<file path="src/design/event_timer_defs.vh">
// Constants for the gated 16-bit event timer: register offsets, field positions,
// reset values and divider counts.
// Assumes it is included by its bare name from the timer module only.
`ifndef EVENT_TIMER_DEFS_VH
`define EVENT_TIMER_DEFS_VH

// Register byte offsets on the bus
`define OFS_TIMER_CONTROL 8'h00
`define OFS_GATE_CONTROL 8'h04
`define OFS_COUNT_LOW 8'h08
`define OFS_COUNT_HIGH 8'h0C
`define OFS_FLAGS 8'h10

// Timer control fields
`define TC_SRC_HI 7
`define TC_SRC_LO 6
`define TC_PS_HI 5
`define TC_PS_LO 4
`define TC_OSC_EN 3
`define TC_SYNC_BYP 2
`define TC_ON 0
`define TC_WRITE_MASK 8'hFD

// Gate control fields
`define GC_ENABLE 7
`define GC_POL 6
`define GC_TOGGLE 5
`define GC_SPM 4
`define GC_GO 3
`define GC_VALUE 2
`define GC_SS_HI 1
`define GC_SS_LO 0

// Flag register fields, write one to clear
`define FL_OVERFLOW 0
`define FL_GATE_EVENT 1

// Clock source codes
`define SRC_INSTR 2'h0
`define SRC_SYSTEM 2'h1
`define SRC_PIN 2'h2
`define SRC_SENSE 2'h3

// Gate source codes
`define GSS_PIN 2'h0
`define GSS_T0_OVF 2'h1
`define GSS_CMP1 2'h2
`define GSS_CMP2 2'h3

// Reset values
`define TIMER_CONTROL_RST 8'h00
`define GATE_CONTROL_RST 8'h00

// Instruction clock is the system clock divided by four
`define INSTR_DIV_LAST 2'h3

// AHB transfer type bit that marks NONSEQ or SEQ
`define HTRANS_ACTIVE 1

`endif

</file>
<file path="src/design/event_timer.v">
// Gated 16-bit event timer with an AHB-Lite register slave.
// Assumes one 100 MHz clock, a synchronous active-high reset, and that pins
// and comparator outputs are asynchronous while the trigger and timer0
// overflow come from logic on the same clock.
// Contract
// - Special event trigger clears the whole count
// - Trigger clear never sets overflow flag
// - Compare interrupt still possible on trigger
// - Compare pair acts as period via trigger
// - Count byte write beats simultaneous trigger
// - External rising edge counts after a falling
// - Source field picks sensing, pin, system, instruction
// - Oscillator enable picks crystal over pin
// - Prescale field divides by 1, 2, 4, 8
// - Sync bit matters only for external sources
// - On bit runs counter; off clears toggle
// - Gate enable ignored off; else gate controls
// - Polarity picks high or low counting gate
// - Toggle mode flip-flop; clear disables and resets
// - Single-pulse bit hands gate to acquisition
// - Go/done shows armed; cleared when mode off
// - Gate level bit shows live gate state
// - Gate source field picks pin, timer0, comparators
// - Count wraps to zero and sets overflow
// - Armed pulse opens on edge, closes trailing
// - Gate level falling edge sets gate flag
// - Count on prescaled tick while gate permits
`timescale 1ns/1ps
`default_nettype none
`include "event_timer_defs.vh"

module event_timer (
    input wire clock,
    input wire rst,
    input wire hsel,
    input wire [31:0] haddr,
    input wire [1:0] htrans,
    input wire hwrite,
    input wire [2:0] hsize,
    input wire [31:0] hwdata,
    input wire hready,
    output reg hreadyout,
    output reg hresp,
    output reg [31:0] hrdata,
    input wire external_clock_pin,
    input wire crystal_in_pin,
    output reg crystal_out_pin,
    input wire sensing_oscillator,
    input wire gate_pin,
    input wire timer0_overflow,
    input wire comparator_one_output,
    input wire comparator_two_output,
    input wire special_event_trigger,
    output reg compare_event,
    output reg overflow_flag,
    output reg gate_event_flag,
    output reg [15:0] count_value
);

    // Synchronised asynchronous inputs: pin clock, crystal, sensing osc, gate pin, cmp1, cmp2
    reg [5:0] sync1_reg; // First stage, read only by the second
    reg [5:0] sync2_reg; // Second stage, safe to use
    reg [5:0] sync3_reg; // Extra stage used when resynchronising to the system clock
    // Software registers
    reg [7:0] timer_control_reg;
    reg [7:0] gate_control_reg; // Bit 2 is not stored, it reads the live gate
    reg [15:0] count_reg;
    // Clock path state
    reg [1:0] instr_div_reg; // Instruction clock divider
    reg [2:0] prescale_reg; // Prescaler count
    reg ext_prev_reg; // Previous external source level for edge detection
    reg fall_seen_reg; // A falling edge has been seen since enable
    // Gate path state
    reg gate_src_prev_reg; // Previous selected gate source level
    reg toggle_reg; // Toggle mode flip-flop
    reg gate_active_prev_reg; // Previous gate level after polarity
    reg pulse_window_reg; // Single-pulse window is open
    reg gate_level_reg; // Registered gate level value
    // Bus address phase capture
    reg wr_pending_reg;
    reg [7:0] wr_addr_reg;

    // Combinational signals
    reg ext_src; // Selected external clock level
    reg src_tick; // One-cycle pulse from the selected source
    reg [2:0] ps_last; // Last prescaler count before a tick
    reg gate_src; // Selected gate source
    reg [7:0] read_mux; // Register read value
    wire [5:0] async_in;
    wire [1:0] clk_src;
    wire external_sel;
    wire prescale_tick;
    wire gate_src_rise;
    wire gate_after_toggle;
    wire gate_active;
    wire gate_active_rise;
    wire gate_active_fall;
    wire gate_level_next;
    wire count_permit;
    wire addr_phase;
    wire wr_ctrl;
    wire wr_gate;
    wire wr_low;
    wire wr_high;
    wire wr_flags;
    wire ext_rise;
    wire ext_fall;
    wire [5:0] sync_sel;

    assign async_in = {comparator_two_output, comparator_one_output, gate_pin,
                       sensing_oscillator, crystal_in_pin, external_clock_pin};
    assign clk_src = timer_control_reg[`TC_SRC_HI:`TC_SRC_LO];
    assign external_sel = clk_src[1];
    // Bypass uses the two-flop copy, sync mode adds a system clock stage
    assign sync_sel = timer_control_reg[`TC_SYNC_BYP] ? sync2_reg : sync3_reg;

    // Two-flop synchronisers plus an optional resync stage
    always @(posedge clock) begin
        if (rst) begin
            sync1_reg <= 6'h00;
            sync2_reg <= 6'h00;
            sync3_reg <= 6'h00;
        end else begin
            sync1_reg <= async_in;
            sync2_reg <= sync1_reg;
            sync3_reg <= sync2_reg;
        end
    end

    // External source choice: sensing oscillator, crystal or clock pin
    always @* begin
        if (clk_src == `SRC_SENSE) begin
            ext_src = external_sel ? sync_sel[2] : sync2_reg[2];
        end else if (timer_control_reg[`TC_OSC_EN]) begin
            ext_src = sync_sel[1];
        end else begin
            ext_src = sync_sel[0];
        end
    end

    assign ext_rise = ext_src & ~ext_prev_reg;
    assign ext_fall = ~ext_src & ext_prev_reg;

    // Source tick: instruction rate from the divider, system every cycle, external rates from edges
    always @* begin
        case (clk_src)
            `SRC_INSTR: src_tick = (instr_div_reg == `INSTR_DIV_LAST);
            `SRC_SYSTEM: src_tick = 1'b1;
            `SRC_PIN: src_tick = ext_rise & fall_seen_reg;
            `SRC_SENSE: src_tick = ext_rise & fall_seen_reg;
            default: src_tick = 1'b0;
        endcase
    end

    // Prescale ratio decode
    always @* begin
        case (timer_control_reg[`TC_PS_HI:`TC_PS_LO])
            2'h0: ps_last = 3'h0;
            2'h1: ps_last = 3'h1;
            2'h2: ps_last = 3'h3;
            2'h3: ps_last = 3'h7;
            default: ps_last = 3'h0;
        endcase
    end

    assign prescale_tick = src_tick & (prescale_reg == ps_last);

    // Divider, prescaler and external edge history
    always @(posedge clock) begin
        if (rst) begin
            instr_div_reg <= 2'h0;
            prescale_reg <= 3'h0;
            ext_prev_reg <= 1'b0;
            fall_seen_reg <= 1'b0;
        end else begin
            instr_div_reg <= instr_div_reg + 2'h1;
            ext_prev_reg <= ext_src;
            // Forget the falling edge while off so the first rise after enable is ignored
            if (!timer_control_reg[`TC_ON]) begin
                fall_seen_reg <= 1'b0;
            end else if (ext_fall) begin
                fall_seen_reg <= 1'b1;
            end
            // Prescaler restarts when stopped or when the count is written
            if (!timer_control_reg[`TC_ON] || wr_low || wr_high) begin
                prescale_reg <= 3'h0;
            end else if (prescale_tick) begin
                prescale_reg <= 3'h0;
            end else if (src_tick) begin
                prescale_reg <= prescale_reg + 3'h1;
            end
        end
    end

    // Gate source selection
    always @* begin
        case (gate_control_reg[`GC_SS_HI:`GC_SS_LO])
            `GSS_PIN: gate_src = sync2_reg[3];
            `GSS_T0_OVF: gate_src = timer0_overflow;
            `GSS_CMP1: gate_src = sync2_reg[4];
            `GSS_CMP2: gate_src = sync2_reg[5];
            default: gate_src = 1'b0;
        endcase
    end

    assign gate_src_rise = gate_src & ~gate_src_prev_reg;
    assign gate_after_toggle = gate_control_reg[`GC_TOGGLE] ? toggle_reg : gate_src;
    assign gate_active = gate_control_reg[`GC_POL] ? gate_after_toggle : ~gate_after_toggle;
    assign gate_active_rise = gate_active & ~gate_active_prev_reg;
    assign gate_active_fall = ~gate_active & gate_active_prev_reg;
    // In single-pulse mode the armed window, and the cycle of every active rise even unarmed, reaches the counter
    assign gate_level_next = gate_control_reg[`GC_SPM] ?
                             (gate_active & (pulse_window_reg | gate_active_rise)) :
                             gate_active;
    assign count_permit = timer_control_reg[`TC_ON] &
                          (~gate_control_reg[`GC_ENABLE] | gate_level_reg);

    // Gate toggle, single-pulse window and gate level
    always @(posedge clock) begin
        if (rst) begin
            gate_src_prev_reg <= 1'b0;
            toggle_reg <= 1'b0;
            gate_active_prev_reg <= 1'b0;
            pulse_window_reg <= 1'b0;
            gate_level_reg <= 1'b0;
        end else begin
            gate_src_prev_reg <= gate_src;
            gate_active_prev_reg <= gate_active;
            gate_level_reg <= gate_level_next;
            // Toggle held clear when mode is off or timer is stopped
            if (!gate_control_reg[`GC_TOGGLE] || !timer_control_reg[`TC_ON]) begin
                toggle_reg <= 1'b0;
            end else if (gate_src_rise) begin
                toggle_reg <= ~toggle_reg;
            end
            // Window opens on the first active edge once armed and shuts on the trailing edge
            if (!gate_control_reg[`GC_SPM]) begin
                pulse_window_reg <= 1'b0;
            end else if (pulse_window_reg && gate_active_fall) begin
                pulse_window_reg <= 1'b0;
            end else if (gate_control_reg[`GC_GO] && gate_active_rise) begin
                pulse_window_reg <= 1'b1;
            end
        end
    end

    // AHB-Lite address phase and write decode
    assign addr_phase = hsel & hready & htrans[`HTRANS_ACTIVE];
    assign wr_ctrl = wr_pending_reg & (wr_addr_reg == `OFS_TIMER_CONTROL);
    assign wr_gate = wr_pending_reg & (wr_addr_reg == `OFS_GATE_CONTROL);
    assign wr_low = wr_pending_reg & (wr_addr_reg == `OFS_COUNT_LOW);
    assign wr_high = wr_pending_reg & (wr_addr_reg == `OFS_COUNT_HIGH);
    assign wr_flags = wr_pending_reg & (wr_addr_reg == `OFS_FLAGS);

    // Read value for the addressed register; unmapped addresses read zero
    always @* begin
        case (haddr[7:0])
            `OFS_TIMER_CONTROL: read_mux = timer_control_reg & `TC_WRITE_MASK;
            `OFS_GATE_CONTROL: read_mux = {gate_control_reg[7:3], gate_level_reg,
                                           gate_control_reg[1:0]};
            `OFS_COUNT_LOW: read_mux = count_reg[7:0];
            `OFS_COUNT_HIGH: read_mux = count_reg[15:8];
            `OFS_FLAGS: read_mux = {6'h00, gate_event_flag, overflow_flag};
            default: read_mux = 8'h00;
        endcase
    end

    // Bus slave: zero wait states, always OKAY, read data launched at the address edge
    always @(posedge clock) begin
        if (rst) begin
            hreadyout <= 1'b0;
            hresp <= 1'b0;
            hrdata <= 32'h00000000;
            wr_pending_reg <= 1'b0;
            wr_addr_reg <= 8'h00;
        end else begin
            hreadyout <= 1'b1;
            hresp <= 1'b0;
            wr_pending_reg <= addr_phase & hwrite;
            if (addr_phase) begin
                wr_addr_reg <= haddr[7:0];
            end
            if (addr_phase && !hwrite) begin
                hrdata <= {24'h000000, read_mux};
            end
        end
    end

    // Control registers
    always @(posedge clock) begin
        if (rst) begin
            timer_control_reg <= `TIMER_CONTROL_RST;
            gate_control_reg <= `GATE_CONTROL_RST;
        end else begin
            if (wr_ctrl) begin
                timer_control_reg <= hwdata[7:0] & `TC_WRITE_MASK;
            end
            if (wr_gate) begin
                gate_control_reg[7:4] <= hwdata[7:4];
                gate_control_reg[1:0] <= hwdata[1:0];
            end
            gate_control_reg[2] <= 1'b0;
            // Go/done: dropped when mode is off, else software arms it and the trailing edge ends it
            if (wr_gate && !hwdata[`GC_SPM]) begin
                gate_control_reg[`GC_GO] <= 1'b0;
            end else if (!gate_control_reg[`GC_SPM] && !wr_gate) begin
                gate_control_reg[`GC_GO] <= 1'b0;
            end else if (wr_gate) begin
                gate_control_reg[`GC_GO] <= hwdata[`GC_GO];
            end else if (pulse_window_reg && gate_active_fall) begin
                gate_control_reg[`GC_GO] <= 1'b0;
            end
        end
    end

    // Counter: byte write first, then trigger clear, then increment
    always @(posedge clock) begin
        if (rst) begin
            count_reg <= 16'h0000;
        end else if (wr_low || wr_high) begin
            // A write in the trigger cycle keeps the written byte
            if (wr_low) begin
                count_reg[7:0] <= hwdata[7:0];
            end
            if (wr_high) begin
                count_reg[15:8] <= hwdata[7:0];
            end
        end else if (special_event_trigger) begin
            count_reg <= 16'h0000;
        end else if (prescale_tick && count_permit) begin
            count_reg <= count_reg + 16'h0001;
        end
    end

    // Sticky flags and outputs; a set in the clear cycle wins
    always @(posedge clock) begin
        if (rst) begin
            overflow_flag <= 1'b0;
            gate_event_flag <= 1'b0;
            compare_event <= 1'b0;
            count_value <= 16'h0000;
            crystal_out_pin <= 1'b0;
        end else begin
            overflow_flag <= (overflow_flag & ~(wr_flags & hwdata[`FL_OVERFLOW])) |
                             (~wr_low & ~wr_high & ~special_event_trigger & prescale_tick &
                              count_permit & (count_reg == 16'hFFFF));
            gate_event_flag <= (gate_event_flag & ~(wr_flags & hwdata[`FL_GATE_EVENT])) |
                               (gate_level_reg & ~gate_level_next);
            compare_event <= special_event_trigger;
            count_value <= count_reg;
            // Crystal driver inverts the input only while the oscillator is enabled
            crystal_out_pin <= timer_control_reg[`TC_OSC_EN] & ~sync2_reg[1];
        end
    end

endmodule // event_timer
`default_nettype wire

</file>
<file path="config.mk">
export PLATFORM = sky130hd
export DESIGN_NAME = event_timer
export DESIGN_NICKNAME = d
export VERILOG_FILES = /design/src/design/event_timer.v
export VERILOG_INCLUDE_DIRS = /design/src /design/src/design
export SDC_FILE = /design/constraint.sdc
export NUM_CORES = 1
export LEC_CHECK = 0
export ABC_AREA = 1
export BUFFER_PORTS_ARGS = -buffer_cell sky130_fd_sc_hd__buf_2
export CORE_ASPECT_RATIO = 0.6
export CORE_MARGIN = 1.5
export CORE_UTILIZATION = 51
export DETAILED_ROUTE_END_ITERATION = 10
export GPL_TIMING_DRIVEN = 0
export PLACE_DENSITY_LB_ADDON = 0.2
export SYNTH_ARGS = -nofsm -noshare
export SYNTH_HDL_FRONTEND = slang
export SYNTH_SLANG_ARGS = --single-unit
</file>
<file path="constraint.sdc">
create_clock -name clock -period 2 [get_ports clock]
set_input_delay 0.1 -clock clock [delete_from_list [all_inputs] [get_ports clock]]
set_output_delay 0.1 -clock clock [all_outputs]
set_load 0.005 [all_outputs]
</file>
==> metrics <==
outcome=completed; Critical Path Source Type=flop; max-slew violation count=0; crit-path leading delay family=simple AND/OR/NAND/NOR gates; cts bufs inserted=9; GRT Util Overall=27.40%; CTS tree=built; fin area=5383 um^2; cell mode on critical path=nand2_1; Die ar.=9246 um^2; Syn Std Cell Area=4417 um^2; critical path required time=2.23 ns; Finished Layout Cells=827; Nets=795; DIE WIDTH=123.1 um; post-place instance area=4932 um^2; Crit path arrival time=2.02 ns; period utilization=89.71%; Crit Path Class=flop to flop; final hold violation count=0; max incr delay on CP=0.45 ns; Yosys reg bits=95; final setup vio count=0; pwr/cell area=840.4 nW/um^2; first-pass GRT wire length=18,710 um; clk sink count=95; Mapped Cells=611; Via density=5.083; CP max FO=10; slew margin rel.=57.38%; Initial Util=52.22%; root buf cell=clkbuf_16; CTS Buffer Depth=2; share of cells above drive strength 1=17.90%; CP endpoint kind=flop; Async SR Flop Fraction=0%; Initial DRT Pass Iterations=5; I/O Buffers=57; GPL Wtd Cong=0.9107; Worst Tran Pin Value=0.6393 ns; post-CTS setup buffers=0; maximum capacitance violations=0; PnR Total Power=0.004523 W; min Tclk post-route=1.794 ns; FF-to-FF setup slack=0.21 ns; initial antenna violation count=0; number of synthesized flops with an enable pin=0; FMAX=557.3 MHz; DR WL/cell=14.47 um; Ys Warns=0; LEAKAGE=2.457 nW; pin count of the biggest net entering global routing=16; Filler cells=786; post-synthesis sequential area ratio=43.06%; RSZ-0062 raised after global routing=false; initial drt markers=395; # placed instances=804; via count=4,204; Clock Latency Late Sink=0.35 ns; Ports=136; ys flop type=dfxtp_1; syn avg cell area=7.229 um^2; number of remaining DRC errors=0; Area Growth Syn to Fin=21.87%; HPWL Detailed=9066 um; # rows=26; Core Box Area=8458 um^2; H-tree levels=3; # diodes=0; post-route ant nets=0; peak supply drop=0.5483 mV; Post-Route WL=11,970 um; Die Span Y=75.09 um; Critical Path, Cell by Cell=inv_1 > nand2_1 > nor3_1 > nand2_1 > clkbuf_1 > o21ai_0 > a21oi_1; Setup TNS=0 ns; via count of the first global-routing pass=3,749; Setup Skew=0.006382 ns; GRT overflow=0; min-delay worst type=input pin to flop; slowest stage cell, crit path=nor3_1; combined buffer and inverter count along the critical path=2; count of cell types in the netlist=38; Clock Pin Slew Worst Setup and Hold Paths=0.07 ns
cell usage in the layout (no fill, tap or decap), types with 8 or more instances in the layout:
| master | instances |
|---|---|
| a21oi_1 | 53 |
| buf_2 | 61 |
| buf_4 | 26 |
| clkbuf_1 | 11 |
| clkbuf_16 | 9 |
| conb_1 | 25 |
| dfxtp_1 | 93 |
| inv_1 | 80 |
| nand2_1 | 106 |
| nand3_1 | 24 |
| nor2_1 | 89 |
| nor3_1 | 10 |
| o21ai_0 | 47 |
| o22ai_1 | 8 |
cell families (layout without fill, tap and decap cells):
kind of cell / Yosys count / after routing / share of synthesized area, %
buf+inv: 124 / 204 / 13.09
fa+ha+maj: 3 / 3 / 0.8499
flops: 95 / 95 / 43.06
simple gates: 262 / 262 / 27.28
xor+xnor: 9 / 9 / 1.785
compound gates: 117 / 117 / 13.85
other cells: 1 / 25 / 0.08490
worst paths after layout:
kind,from,end,depth (start not counted)
max,wr_addr_reg[1]$_SDFFE_PP0P_,timer_control_reg[6]$_SDFFE_PP0P_,7
min reg2reg,sync1_reg[0]$_SDFF_PP0_,sync2_reg[0]$_SDFF_PP0_,2
min,hwdata[4],gate_control_reg[4]$_SDFFE_PP0P_,3
max reg2reg,wr_addr_reg[1]$_SDFFE_PP0P_,timer_control_reg[6]$_SDFFE_PP0P_,7
area by class of cell:
| class | instances | area (um^2) | share of cell area, % |
|---|---|---|---|
| clock inverter | 5 | 128.9 | 2.394 |
| multi-input combinational | 416 | 2033 | 37.77 |
| timing repair buffer | 64 | 355.3 | 6.602 |
| buffer | 42 | 267.8 | 4.974 |
| clock buffer | 11 | 242.7 | 4.510 |
| sequential | 95 | 1904 | 35.38 |
| tap | 112 | 140.1 | 2.603 |
| inverter | 82 | 310.3 | 5.765 |
per-stage QoR:
| step | worst slack (ns) | util (%) | hold slack, ns |
|---|---|---|---|
| floorplan | 0.4731 | - | 0.2070 |
| global placement | 0.1667 | 58.31 | 0.2987 |
| detailed placement | 0.1682 | 58.31 | 0.3078 |
| CTS | 0.1546 | 63.54 | 0.03443 |
| global route | 0.01890 | 63.64 | 0.05730 |
| finish | 0.2058 | 63.64 | 0.04948 |
cells in the mapped netlist, types with 5 or more instances:
cell        n  area (um^2)
a21oi_1    53        265.3
buf_4      26        195.2
clkbuf_1   10        37.54
dfxtp_1    95         1902
inv_1      80        300.3
nand2_1   106        397.9
nand3_1    24        120.1
nand3b_1    5        37.54
nand4_1     6        37.54
nor2_1     89        334.1
nor3_1     10        50.05
o21ai_0    47        235.2
o22ai_1     8        50.05
xor2_1      7        61.31
worst reg2reg max path: stages (launching register included):
cell,delay [ns]
dfxtp_1,0.30
inv_1,0.06
nand2_1,0.11
nor3_1,0.45
nand2_1,0.21
clkbuf_1,0.25
o21ai_0,0.22
a21oi_1,0.06
timing repair:
item	CTS	global route
gates resized for setup	0	3
setup endpoints to repair	0	2
hold endpoints to repair	7	0
hold buffers	7	0
where the power goes:
| group | internal, W | switching [W] |
|---|---|---|
| registers | 0.00196 | 0.0000428 |
| clock network | 0.00138 | 0.000735 |
| logic | 0.000156 | 0.000245 |
per-layer routing:
layer / vias to the layer above / routed length, um / global-route usage (%)
li1: 2094 / - / -
met1: 1901 / 5681 / 39.33
met2: 195 / 4916 / 40.93
met3: 14 / 1231 / 7.424
met4: 0 / 139 / 7.152
met5: - / 0 / 0
(Power assumes the default switching activity.)
